## src/two_speed_clock_startup_regs.svh

```systemverilog
// Register map, field positions, reset values and counts of the start-up sequencer
// Overview of operation
// - Wake: run from internal oscillator, selected frequency
// - Count 1024 crystal cycles before any switch
// - After timeout, await internal falling edge, set status
// - Hold system clock low until crystal falling edge
// - Then drive system clock from crystal
// - Status bit readable, shows external or internal
`ifndef TWO_SPEED_CLOCK_STARTUP_REGS_SVH
`define TWO_SPEED_CLOCK_STARTUP_REGS_SVH

// ----------------------------------------------------------------------
// Offsets
// ----------------------------------------------------------------------
`define OFF_OSC_CONTROL   8'h00
`define OFF_OSC_STATUS    8'h04
`define OFF_IRQ_STATUS    8'h08
`define OFF_IRQ_MASK      8'h0C

// ----------------------------------------------------------------------
// Fields and reset values
// ----------------------------------------------------------------------
`define FREQ_SEL_W        4
`define FREQ_SEL_RST      4'h0
`define STAT_SETTLE_BIT   0
`define STAT_EXT_BIT      1
`define STAT_XTAL_CFG_BIT 2
`define IRQ_W             2
`define IRQ_SETTLE_BIT    0
`define IRQ_SWITCH_BIT    1
`define IRQ_MASK_RST      2'h0
`define SRC_SEL_W         3
`define SRC_LOW_POWER     3'h0
`define SRC_CRYSTAL       3'h1
`define SRC_HIGH_SPEED    3'h2

// ----------------------------------------------------------------------
// Bus answers and timing
// ----------------------------------------------------------------------
`define RESP_OKAY         2'h0
`define RESP_SLVERR       2'h2
`define SETTLE_CYCLES     1024

`endif

```

## src/two_speed_clock_startup_pkg.sv

```systemverilog
// Types shared by the start-up sequencer and its bus
package two_speed_clock_startup_pkg;

  typedef enum logic [1:0] {
    ST_INT_COUNT,
    ST_INT_WAIT,
    ST_HOLD_LOW,
    ST_EXTERNAL
  } seq_state_e;

  typedef struct packed {
    logic        awvalid;
    logic [31:0] awaddr;
    logic        wvalid;
    logic [31:0] wdata;
    logic [3:0]  wstrb;
    logic        bready;
    logic        arvalid;
    logic [31:0] araddr;
    logic        rready;
  } axi_req_s;

  typedef struct packed {
    logic        awready;
    logic        wready;
    logic        bvalid;
    logic [1:0]  bresp;
    logic        arready;
    logic        rvalid;
    logic [31:0] rdata;
    logic [1:0]  rresp;
  } axi_rsp_s;

endpackage

```

## src/two_speed_clock_startup.sv

```systemverilog
// Two-speed start-up sequencer with AXI4-Lite registers
//
// Decided for this implementation: the AXI4-Lite register port and the address map.
`timescale 1ns/1ns
`include "two_speed_clock_startup_regs.svh"

module two_speed_clock_startup
  import two_speed_clock_startup_pkg::*;
#(
  parameter int SETTLE_CYCLES = `SETTLE_CYCLES
) (
  // Clock and reset
  input  wire logic                    ref_clk_i,
  input  wire logic                    rst_n_i,
  // Oscillator levels, sampled on ref_clk_i
  input  wire logic                    intosc_i,
  input  wire logic                    xtal_i,
  // Configuration word and wake event
  input  wire logic [`SRC_SEL_W-1:0]   osc_source_select_i,
  input  wire logic                    wake_i,
  // Clock outputs
  output logic                         sys_clk_o,
  output logic [`FREQ_SEL_W-1:0]       internal_freq_select_o,
  // Register bus
  input  wire axi_req_s                axi_req_i,
  output axi_rsp_s                     axi_rsp_o,
  // Interrupt
  output logic                         irq_o
);

  localparam int CNT_W = $clog2(SETTLE_CYCLES);
  localparam logic [CNT_W-1:0] CNT_LAST = CNT_W'(SETTLE_CYCLES - 1);

  function automatic logic is_crystal(input logic [`SRC_SEL_W-1:0] src);
    return (src == `SRC_LOW_POWER) || (src == `SRC_CRYSTAL) || (src == `SRC_HIGH_SPEED);
  endfunction

  // ----------------------------------------------------------------------
  // Sequencer
  // ----------------------------------------------------------------------
  seq_state_e        state_q, state_d;
  logic [CNT_W-1:0]  count_q, count_d;
  logic              settle_q, settle_d;
  logic              sys_clk_q, sys_clk_d;
  logic              intosc_q, xtal_q;
  logic              ev_settle, ev_switch;
  logic              int_fall, xtal_rise, xtal_fall;

  assign int_fall  = intosc_q & ~intosc_i;
  assign xtal_rise = ~xtal_q & xtal_i;
  assign xtal_fall = xtal_q & ~xtal_i;

  always_comb begin
    state_d   = state_q;
    count_d   = count_q;
    settle_d  = settle_q;
    sys_clk_d = intosc_i;
    ev_settle = 1'b0;
    ev_switch = 1'b0;
    if (wake_i) begin
      state_d  = ST_INT_COUNT;
      count_d  = '0;
      settle_d = 1'b0;
    end else begin
      unique case (state_q)
        ST_INT_COUNT: begin
          // Non-crystal sources never leave the internal oscillator
          if (is_crystal(osc_source_select_i) && xtal_rise) begin
            if (count_q == CNT_LAST) begin
              state_d = ST_INT_WAIT;
            end else begin
              count_d = count_q + 1'b1;
            end
          end
        end
        ST_INT_WAIT: begin
          if (int_fall) begin
            state_d   = ST_HOLD_LOW;
            settle_d  = 1'b1;
            ev_settle = 1'b1;
            sys_clk_d = 1'b0;
          end
        end
        ST_HOLD_LOW: begin
          sys_clk_d = 1'b0;
          if (xtal_fall) begin
            state_d   = ST_EXTERNAL;
            ev_switch = 1'b1;
          end
        end
        ST_EXTERNAL: begin
          sys_clk_d = xtal_i;
        end
      endcase
    end
  end

  always_ff @(posedge ref_clk_i or negedge rst_n_i) begin
    if (!rst_n_i) begin
      state_q   <= ST_INT_COUNT;
      count_q   <= '0;
      settle_q  <= 1'b0;
      sys_clk_q <= 1'b0;
      intosc_q  <= 1'b0;
      xtal_q    <= 1'b0;
    end else begin
      state_q   <= state_d;
      count_q   <= count_d;
      settle_q  <= settle_d;
      sys_clk_q <= sys_clk_d;
      intosc_q  <= intosc_i;
      xtal_q    <= xtal_i;
    end
  end

  assign sys_clk_o = sys_clk_q;

  // ----------------------------------------------------------------------
  // Register bus
  // ----------------------------------------------------------------------
  logic                   aw_got_q, aw_got_d, w_got_q, w_got_d;
  logic [7:0]             waddr_q, waddr_d;
  logic [31:0]            wdata_q, wdata_d;
  logic                   wstb_q, wstb_d;
  logic                   bvalid_q, bvalid_d, rvalid_q, rvalid_d;
  logic [1:0]             bresp_q, bresp_d, rresp_q, rresp_d;
  logic [31:0]            rdata_q, rdata_d;
  logic [`FREQ_SEL_W-1:0] freq_q, freq_d;
  logic [`IRQ_W-1:0]      irq_stat_q, irq_stat_d, irq_mask_q, irq_mask_d;
  logic                   irq_q, irq_d;
  logic                   aw_take, w_take, ar_take;

  assign aw_take = axi_req_i.awvalid & ~aw_got_q & ~bvalid_q;
  assign w_take  = axi_req_i.wvalid & ~w_got_q & ~bvalid_q;
  assign ar_take = axi_req_i.arvalid & ~rvalid_q;

  always_comb begin
    aw_got_d   = aw_got_q | aw_take;
    w_got_d    = w_got_q | w_take;
    waddr_d    = aw_take ? axi_req_i.awaddr[7:0] : waddr_q;
    wdata_d    = w_take ? axi_req_i.wdata : wdata_q;
    wstb_d     = w_take ? axi_req_i.wstrb[0] : wstb_q;
    bvalid_d   = bvalid_q & ~axi_req_i.bready;
    bresp_d    = bresp_q;
    rvalid_d   = rvalid_q & ~axi_req_i.rready;
    rresp_d    = rresp_q;
    rdata_d    = rdata_q;
    freq_d     = freq_q;
    irq_mask_d = irq_mask_q;
    irq_stat_d = irq_stat_q;
    if (aw_got_q && w_got_q) begin
      aw_got_d = 1'b0;
      w_got_d  = 1'b0;
      bvalid_d = 1'b1;
      bresp_d  = `RESP_OKAY;
      unique case (waddr_q)
        `OFF_OSC_CONTROL: if (wstb_q) freq_d = wdata_q[`FREQ_SEL_W-1:0];
        `OFF_OSC_STATUS:  bresp_d = `RESP_OKAY;
        `OFF_IRQ_STATUS:  if (wstb_q) irq_stat_d = irq_stat_q & ~wdata_q[`IRQ_W-1:0];
        `OFF_IRQ_MASK:    if (wstb_q) irq_mask_d = wdata_q[`IRQ_W-1:0];
        default:          bresp_d = `RESP_SLVERR;
      endcase
    end
    // Set after clear, so an event in the clearing cycle survives
    if (ev_settle) irq_stat_d[`IRQ_SETTLE_BIT] = 1'b1;
    if (ev_switch) irq_stat_d[`IRQ_SWITCH_BIT] = 1'b1;
    if (ar_take) begin
      rvalid_d = 1'b1;
      rresp_d  = `RESP_OKAY;
      rdata_d  = '0;
      unique case (axi_req_i.araddr[7:0])
        `OFF_OSC_CONTROL: rdata_d[`FREQ_SEL_W-1:0] = freq_q;
        `OFF_OSC_STATUS: begin
          rdata_d[`STAT_SETTLE_BIT]   = settle_q;
          rdata_d[`STAT_EXT_BIT]      = (state_q == ST_EXTERNAL);
          rdata_d[`STAT_XTAL_CFG_BIT] = is_crystal(osc_source_select_i);
        end
        `OFF_IRQ_STATUS:  rdata_d[`IRQ_W-1:0] = irq_stat_q;
        `OFF_IRQ_MASK:    rdata_d[`IRQ_W-1:0] = irq_mask_q;
        default:          rresp_d = `RESP_SLVERR;
      endcase
    end
    irq_d = |(irq_stat_d & irq_mask_d);
  end

  always_ff @(posedge ref_clk_i or negedge rst_n_i) begin
    if (!rst_n_i) begin
      aw_got_q   <= 1'b0;
      w_got_q    <= 1'b0;
      waddr_q    <= '0;
      wdata_q    <= '0;
      wstb_q     <= 1'b0;
      bvalid_q   <= 1'b0;
      bresp_q    <= `RESP_OKAY;
      rvalid_q   <= 1'b0;
      rresp_q    <= `RESP_OKAY;
      rdata_q    <= '0;
      freq_q     <= `FREQ_SEL_RST;
      irq_stat_q <= '0;
      irq_mask_q <= `IRQ_MASK_RST;
      irq_q      <= 1'b0;
    end else begin
      aw_got_q   <= aw_got_d;
      w_got_q    <= w_got_d;
      waddr_q    <= waddr_d;
      wdata_q    <= wdata_d;
      wstb_q     <= wstb_d;
      bvalid_q   <= bvalid_d;
      bresp_q    <= bresp_d;
      rvalid_q   <= rvalid_d;
      rresp_q    <= rresp_d;
      rdata_q    <= rdata_d;
      freq_q     <= freq_d;
      irq_stat_q <= irq_stat_d;
      irq_mask_q <= irq_mask_d;
      irq_q      <= irq_d;
    end
  end

  assign internal_freq_select_o = freq_q;
  assign irq_o                  = irq_q;
  assign axi_rsp_o.awready      = ~aw_got_q & ~bvalid_q;
  assign axi_rsp_o.wready       = ~w_got_q & ~bvalid_q;
  assign axi_rsp_o.bvalid       = bvalid_q;
  assign axi_rsp_o.bresp        = bresp_q;
  assign axi_rsp_o.arready      = ~rvalid_q;
  assign axi_rsp_o.rvalid       = rvalid_q;
  assign axi_rsp_o.rdata        = rdata_q;
  assign axi_rsp_o.rresp        = rresp_q;
endmodule

```

## config.mk

```make
export PLATFORM = sky130hd
export DESIGN_NAME = two_speed_clock_startup
export DESIGN_NICKNAME = d
export VERILOG_FILES = /design/src/two_speed_clock_startup_pkg.sv /design/src/two_speed_clock_startup.sv
export VERILOG_INCLUDE_DIRS = /design/src
export SDC_FILE = /design/constraint.sdc
export NUM_CORES = 1
export LEC_CHECK = 0
export BUFFER_PORTS_ARGS = -buffer_cell sky130_fd_sc_hd__buf_2
export CAP_MARGIN = 10
export CORE_MARGIN = 8
export CORE_UTILIZATION = 40
export DETAILED_ROUTE_END_ITERATION = 8
export PLACE_DENSITY = 0.77
export SKIP_LAST_GASP = 1
export SLEW_MARGIN = 10
export SYNTH_ARGS = -nofsm -noshare
export SYNTH_HDL_FRONTEND = slang
export SYNTH_SLANG_ARGS = --single-unit
```

## constraint.sdc

```tcl
create_clock -name ref_clk_i -period 4 [get_ports ref_clk_i]
set_input_delay 0.8 -clock ref_clk_i [delete_from_list [all_inputs] [get_ports ref_clk_i]]
set_output_delay 0.8 -clock ref_clk_i [all_outputs]
set_load 0.005 [all_outputs]
```

-- After elaboration in Yosys (flattened, before gate mapping)
Index checks and enable logic that the tools add are counted.
- register bits: 50
- input bits: 113
- output and inout port bits: 47
- logic and storage cells: 123
- $add $sub $neg: 1
- equal/unequal tests: 17
- multiplexer cells: 39
- bitwise logic cells: 26
- reduce and logical (&&, ||, !) cells: 20
- operator list (kind ; count):
    $mux 10 ; 4
    $eq 8x4->1 const B ; 4
    $mux 2 ; 13
    $mux 1 ; 18
    $eq 8x3->1 const B ; 2
    $logic_not 8->1 ; 2
    $and 1x1->1 ; 12
    $ne 3x3->1 const B ; 4
    $add 10x1->10 const B ; 1
    $eq 10x10->1 const B ; 1
    $not 1->1 ; 9
    $pmux 2 s4 ; 1
    $reduce_bool 2->1 ; 4
    $reduce_or 4->1 ; 2
    $pmux 2 s3 ; 1
    $reduce_and 3->1 ; 2
    $reduce_and 5->1 ; 1
    $and 2x2->2 ; 2
    $eq 2x2->1 const B ; 2
    $reduce_bool 4->1 ; 1
    $eq 3x1->1 const B ; 1
    $eq 3x2->1 const B ; 1
    $logic_not 3->1 ; 1
    $pmux 1 s3 ; 1
    10 further kinds ; 13

-- Depth between registers and ports, before layout
Gate-level depths: netlist of run 1.
- word-level depth: 8
- gate-level depth with buffers: 6
- mapped depth without buffers: 6

-- Worst setup path after synthesis of run 1
Ideal clock, no wire load.
- kind: input-to-reg
- start: in osc_source_select_i[0]
- end: reg count_q[5]
- library setup time: 0.077 ns
- arrival time: 1.855 ns
- data required time: 3.923 ns
- setup slack: 2.068 ns
- stages on the path: 4
- path buffers: 0
- cells stage by stage: a21oi_1 > nand4b_2 > or4_1 > a21oi_1
- word-level cells in the longest chain between the ends: 6
- elaborated cells on any way between the ends: 8
- classes of those cells: eq/ne: 2; reduce/logical: 6
- ends and longest elaborated chain (item ; line ; source):
    start, declared ; two_speed_clock_startup.sv:19 ; input wire logic [`SRC_SEL_W-1:0] osc_source_select_i,
    $eq 3x1->1 (no line) / $logic_not 3->1 (equally long branches) ; -- ;
    $logic_or 1x1->1 ; two_speed_clock_startup.sv:35 ; return (src == `SRC_LOW_POWER) || (src == `SRC_CRYSTAL) || (src == `SRC_HIGH_SPEED);
    $logic_or 1x1->1 * ; two_speed_clock_startup.sv:35 ;
    $logic_and 1x1->1 * ; two_speed_clock_startup.sv:68 ; if (is_crystal(osc_source_select_i) && xtal_rise) begin
    $reduce_bool 2->1 (no line) * ; -- ;
    $reduce_and 3->1 (no line) * ; -- ;
    end signal, assigned ; two_speed_clock_startup.sv:108 ; count_q <= count_d;
    end, declared ; two_speed_clock_startup.sv:42 ; logic [CNT_W-1:0] count_q, count_d;
Mark *: on every way between the ends. The rest lies on a longest branch, timed or not.
A chain may end at the register's enable or synchronous reset.

-- Worst setup path after layout of run 1
- start: in osc_source_select_i[0]
- end: reg count_q[3]
The elaborated chain is that of the path after synthesis.

==> reports/metrics.yaml, run 1 <==
outcome: "complete, no violations"
routed_wire_length_per_instance_um: 14.28
power.share.clock_pct: 26.3
place_inst: 347
critPathLaunchType: "primary input"
worst_hold_slack_ns: 0.4819
total_power_per_unit_cell_area_mw_per_mm2: 467.4
yosys_most_used_dff: "sky130_fd_sc_hd__dfrtp_1"
grt_antenna_before_repair: 0
h_tree_levels: 2
tightest_slew_ns: 1.040
detailroute.via_count: 1783
global_route_wire_length_before_repair_um: 8328
globalRouteTotalUtil_pct: 11.57
synth_area_per_cell_um2: 11.07
drtAntennaViolNets: 0
setup_violations: 0
min-delay-start: "bresp_q[1]"
layout-drive-gt1-share_pct: 31.29
crit_type: "in -> reg"
sw_ratio_pct: 28.36
synthesis.area_mm2: 0.002525
worst_r2r_startpoint: "state_q[1]"
regArea_mm2: 0.001201
synth_seq_area_share_pct: 47.57
cts-hold-fix-buffers: 0
dp_slack_ns: 1.440
filler_cell_count: 623
worst_setup_path_end_kind: "flip-flop"
overflow: 0
num_antenna_cells: 0
die_h_um: 95.45
power.share.sequential_pct: 51.0
post_dp_cell_area_mm2: 0.002699
tritoncts: "done"
timing.setup.tns_ns: 0
final_cell_area_mm2: 0.002806
synth_edf_count: 0
hold_end: "bresp_q[1]"
maxSlewHeadroom_pct: 30.67
worst_clock_skew_ns: 0.002768
power.internal_w: 0.0009398
timing_max_transition_violations_final: 0
hold-path-cell-count: 2
clkSlewWorstSetupHoldPaths_ns: 0.08
fp.dieW_um: 95.45
first_global_vias: 1835
ff2ff_path_depth: 5
clockRootBuffer: "sky130_fd_sc_hd__clkbuf_8"
worstReg2RegEnd: "count_q[3]"
totalWireLength_um: 5068
clk_latency_ns: 0.30
synthCells: 228
multi_input_comb_area_mm2: 0.001110
fp.dieArea_mm2: 0.009111
crit_required_ns: 4.22
area_of_the_placeable_core_mm2: 0.006241
drcViolationCount: 0
achievable-frequency_ghz: 0.4501
drt_iter0_markers: 49
final_cell_count_without_fillers: 355
final_hold_viol_count: 0
setup_repair_after_global_routing_missed_its_margin: "false"
io_pins: 160
clock_sink_count: 48
cts-buffers-inserted: 5
detail_route.vias_per_cell: 5.023
cts_setup_buffers: 0
synth_async_sr_flop_share_pct: 100.0
worstPathArrival_ns: 2.44
drv.max_cap_violation_count: 0
place_hpwl_um: 3926
area_growth_pct: 11.15
drt_pre_antenna_iters: 4
final.period_utilization_pct: 55.54
placement_row_count: 29
yosysWarnings: 0
yosysUniqueCellTypes: 47
cts_repair_resized_insts: 0
crit_fanout: 19
net-switching-power_w: 0.0003721
buffer_ports.inserted: 50
vdd_ir_drop_max_mv: 0.2542
holdCritPathClass: "reg -> reg"
nNetsFinal: 395
ff2ff_setup_slack_ns: 1.98
final.setup.worst_slack_ns: 1.778
synth-seq-cells: 48
pin_count_of_the_biggest_net_entering_global_routing: 49
gp_congestion: 0.7762
floorplan.initialDensity_pct: 40.46
leakage_power_total_nw: 1.308
clock_path_buffers: 2
power.combinational.fraction_pct: 22.7
final.min_clock_period_ns: 2.222
## synth_stat cells (all sizes together) (4+ instances only)
library cell	count	area, um2
nand3	4	25.02
inv	11	41.29
nand4	6	37.54
ha	5	62.56
or4	5	37.54
a21oi	12	60.06
nand2	12	45.04
mux2	21	236.5
and2	4	25.02
buf	35	274.0
o21ai	9	45.04
o31ai	9	67.56
nor2	6	22.52
dfrtp	48	1201
## cell families (layout without fill, tap and decap cells)
logic type                 Yosys count  in the layout  share of synthesized area [%]
and+or+nand+nor                     58             58                          14.22
AOI/OAI and AO/OA                   44             44                          11.25
DFF                                 48             48                          47.57
other                                1             30                         0.1485
adders and majority gates            5              5                          2.478
muxes                               24             24                          11.55
buffers and inverters               48             69                          12.78
## worst max-delay path: stages
cell and delay (ns):
sky130_fd_sc_hd__buf_2 0.10, sky130_fd_sc_hd__a21oi_1 0.34, sky130_fd_sc_hd__nand4b_2 0.41, sky130_fd_sc_hd__or4_1 0.61, sky130_fd_sc_hd__a21oi_1 0.17
## sequential cells by signal, summed over array words and instances (netlist names), 2 cells and up
| signal | cells |
|---|---|
| irq_stat_q | 2 |
| waddr_q | 8 |
| state_q | 2 |
| irq_mask_q | 2 |
| wdata_q | 4 |
| internal_freq_select_o | 4 |
| count_q | 10 |
| rdata_q | 4 |
## layout make-up
type / instances / area share, %
sequential: 48 / 42.80
multi-input combinational: 161 / 39.55
timing repair buffer: 50 / 8.917
tap: 77 / 3.433
clock buffer: 6 / 2.586
inverter: 11 / 1.471
clock inverter: 2 / 1.248
## how the worst max path moves through the flow
stage                      startpoint          to  slack, ns  cells after the start
5_1_grt        osc_source_select_i[0]  count_q[3]       1.69                      5
2_1_floorplan  osc_source_select_i[0]  count_q[5]       2.07                      4
4_1_cts        osc_source_select_i[0]  count_q[3]       1.75                      5
6_report       osc_source_select_i[0]  count_q[3]       1.78                      5
3_3_place_gp   osc_source_select_i[0]  count_q[8]       1.48                      5
3_5_place_dp   osc_source_select_i[0]  count_q[3]       1.44                      5
## stage by stage
step | util [%] | total power (W)
6_report | 44.97 | 0.001312
5_1_grt | 44.97 | 0.001402
4_1_cts | 44.97 | 0.001330
3_5_place_dp | 43.24 | 0.0009845
3_3_place_gp | 43.24 | 0.0009685
2_1_floorplan | - | 0.0009015
## power by group through the flow
stage	logic, W	clock network [W]	registers, W
3_5_place_dp	0.000304	0	0.000681
3_3_place_gp	0.000292	0	0.000676
6_report	0.000298	0.000345	0.000669
5_1_grt	0.000336	0.000376	0.000689
2_1_floorplan	0.000241	0	0.000661
4_1_cts	0.000305	0.000355	0.000671
## layout by cell type, fill, tap and decap left out, types with 6 or more instances in the layout
cell	count
sky130_fd_sc_hd__conb_1	30
sky130_fd_sc_hd__nand2_1	12
sky130_fd_sc_hd__inv_1	11
sky130_fd_sc_hd__dfrtp_1	48
sky130_fd_sc_hd__o31ai_1	9
sky130_fd_sc_hd__buf_2	50
sky130_fd_sc_hd__nor2_1	6
sky130_fd_sc_hd__o21ai_0	9
sky130_fd_sc_hd__a21oi_1	12
sky130_fd_sc_hd__mux2_2	21
sky130_fd_sc_hd__nand4_1	6
## metal layers
metal  wire length, um  vias up  global-route usage (%)
met5                 0        -                       0
met4               133        0                   5.378
met3               464       12                   3.858
met2              2432       63                   19.62
met1              2037      850                   12.88
li1                  -      858                       -
Note: power is estimated with default switching activity, not from simulation.
==> run 2: changes to the inputs <==
clock period = 2.05 ns   (was 4 ns; I/O delays follow)
==> run 2 against run 1 <==
Compared with the run above:
- worst hold slack got worse by 0.43 ns
- die area did not move
- register-to-register slack lost 1.8 ns
- design area up 2.5%
- largest cell class unchanged
==> reports/metrics.yaml, run 2 (synthesis gave the netlist of run 1 again) <==
ff2ff_path_depth: 6  # was 5
crit_path_top_delay_cell: "sky130_fd_sc_hd__or4_1"  # unchanged
nNetsFinal: 400  # was 395
fp.dieW_um: 95.45  # unchanged
buffer_ports.inserted: 50  # unchanged
io_pins: 160  # unchanged
pin_count_of_the_biggest_net_entering_global_routing: 30  # was 49
cts_repair_resized_insts: 0  # unchanged
final_cell_count_without_fillers: 359  # was 355
number_of_flip_flops_under_the_largest_register_name: 10  # unchanged
floorplan.initialDensity_pct: 40.46  # unchanged
detail_route.vias_per_cell: 4.989  # was 5.023
regArea_mm2: 0.001201  # unchanged
holdCritPathClass: "in -> async"  # was reg -> reg
place_inst: 352  # was 347
maxSlewHeadroom_pct: 65.56  # was 30.67%
worst_r2r_startpoint: "state_q[0]"  # was state_q[1]
cts_setup_buffers: 0  # unchanged
setup_violations: 0  # unchanged
final_hold_viol_count: 0  # unchanged
area_of_the_placeable_core_mm2: 0.006241  # unchanged
routed_wire_length_per_instance_um: 14.26  # was 14.28 um
detailroute.via_count: 1791  # was 1783
drv.max_cap_violation_count: 0  # unchanged
gp_congestion: 0.8247  # was 0.7762
crit_fanout: 10  # was 19
total_power_per_unit_cell_area_mw_per_mm2: 939.8  # was 467.4 mW/mm2
layout-drive-gt1-share_pct: 32.62  # was 31.29%
critical-path-top-delay-family: "simple AND/OR/NAND/NOR gates"  # unchanged
top_regs: "count_q x10, waddr_q x8"  # unchanged
timing.setup.tns_ns: 0  # unchanged
grt_antenna_before_repair: 0  # unchanged
clockRootBuffer: "sky130_fd_sc_hd__clkbuf_8"  # unchanged
tritoncts: "done"  # unchanged
overflow: 0  # unchanged
first_global_vias: 1876  # was 1835
die_h_um: 95.45  # unchanged
worstReg2RegEnd: "count_q[3]"  # unchanged
leakage_power_total_nw: 1.345  # was 1.308 nW
vdd_ir_drop_max_mv: 0.5680  # was 0.2542 mV
num_antenna_cells: 0  # unchanged
clkSlewWorstSetupHoldPaths_ns: 0.08  # about the same
cts-buffers-inserted: 5  # unchanged
registers.top_by_ff_count: "count_q"  # unchanged
worstPathArrival_ns: 2.08  # was 2.44 ns
layout.cells.most_common: "sky130_fd_sc_hd__buf_2"  # unchanged
most-common-layout-cells: "50 x sky130_fd_sc_hd__buf_2, 48 x sky130_fd_sc_hd__dfrtp_1, 30 x sky130_fd_sc_hd__conb_1"  # unchanged
setup_repair_after_global_routing_missed_its_margin: "false"  # unchanged
drcViolationCount: 0  # unchanged
crit_required_ns: 2.27  # was 4.22 ns
global_route_wire_length_before_repair_um: 8452  # was 8328 um
outcome: "complete, no violations"  # unchanged
fp.dieArea_mm2: 0.009111  # unchanged
h_tree_levels: 2  # unchanged
area_growth_pct: 13.97  # was 11.15%
clk_latency_ns: 0.30  # about the same
achievable-frequency_ghz: 0.5367
worst_setup_path_end_kind: "flip-flop"  # unchanged
drt_pre_antenna_iters: 4  # unchanged
final.min_clock_period_ns: 1.863
path_buf_inv: 2  # was 1
multi_input_comb_area_mm2: 0.001110  # unchanged
drtAntennaViolNets: 0  # unchanged
globalRouteTotalUtil_pct: 11.56  # was 11.57%
placement_row_count: 29  # unchanged
cts-hold-fix-buffers: 0  # unchanged
final.period_utilization_pct: 90.89
place_hpwl_um: 4017  # was 3926 um
clock_path_buffers: 2  # unchanged
clock_sink_count: 48  # unchanged
tightest_slew_ns: 0.5099  # was 1.040 ns
crit_chain: "inv_1, ha_1, nand4b_2, buf_4, or4_1, a21oi_1"  # was buf_2, a21oi_1, nand4b_2, or4_1, a21oi_1
timing_max_transition_violations_final: 0  # unchanged
slowest_delay_ns: 0.50  # was 0.61 ns
critPathLaunchType: "flip-flop"  # was primary input
crit_type: "reg -> reg"  # was in -> reg
drt_iter0_markers: 62  # was 49
filler_cell_count: 598  # was 623
totalWireLength_um: 5119  # was 5068 um
worst_clock_skew_ns: 0.009196  # was 0.002768 ns
ff2ff_setup_slack_ns: 0.19  # was 1.98 ns
## run 2: changes by cell type in the layout (fill, tap and decap cells not counted), sizes merged
cell and change:
bufinv +1, clkbuf -1, buf +5, clkinv -1
## run 2: stage by stage
step / utilization (%) / hold slack (ns) / power [W] / setup WS, ns / instance area [um2]
after global placement: 44.05 / 0.3996 / 0.001901 / 0.2200 / 2749
after detailed placement: 44.05 / 0.4001 / 0.001939 / 0.1963 / 2749
after global routing: 46.11 / 0.08580 / 0.002867 / 0.06987 / 2878
after floorplan: - / 0.1144 / 0.001759 / 0.4240 / 2634
final: 46.11 / 0.05301 / 0.002705 / 0.1868 / 2878
after CTS: 46.11 / 0.06471 / 0.002746 / 0.1969 / 2878
## run 2: power by group
part	leakage (nW)	switching (W)	total, W	internal (W)
clock network	0.0642	0.000316	0.000796	0.000480
logic	0.672	0.000272	0.000596	0.000324
registers	0.609	0.000157	0.00131	0.00116
total	1.35	0.000745	0.00270	0.00196
## run 2: per-layer routing
layer	track usage, %	up-vias	share of wire, %
met5	0	-	0
met4	5.506	0	1.7
met3	3.150	9	9.3
met2	19.33	62	47
met1	13.46	846	42
li1	-	874	-
## run 2: area by class of cell
type,count,share of cell area [%]
clock inverters,2,2.087
flip-flops and latches,48,41.74
inverters,11,1.435
clock buffers,5,2.391
repair buffers,55,10.43
well taps,77,3.348
multi-input cells,161,38.57
## run 2: how the worst max path moves through the flow
stage	from	end	slack (ns)	cells past startpoint
floorplan	state_q[0]	count_q[5]	0.42	5
global placement	osc_source_select_i[0]	count_q[3]	0.22	6
detailed placement	osc_source_select_i[0]	count_q[8]	0.20	6
CTS	state_q[0]	count_q[3]	0.20	6
global route	state_q[0]	count_q[3]	0.07	6
finish	state_q[0]	count_q[3]	0.19	6
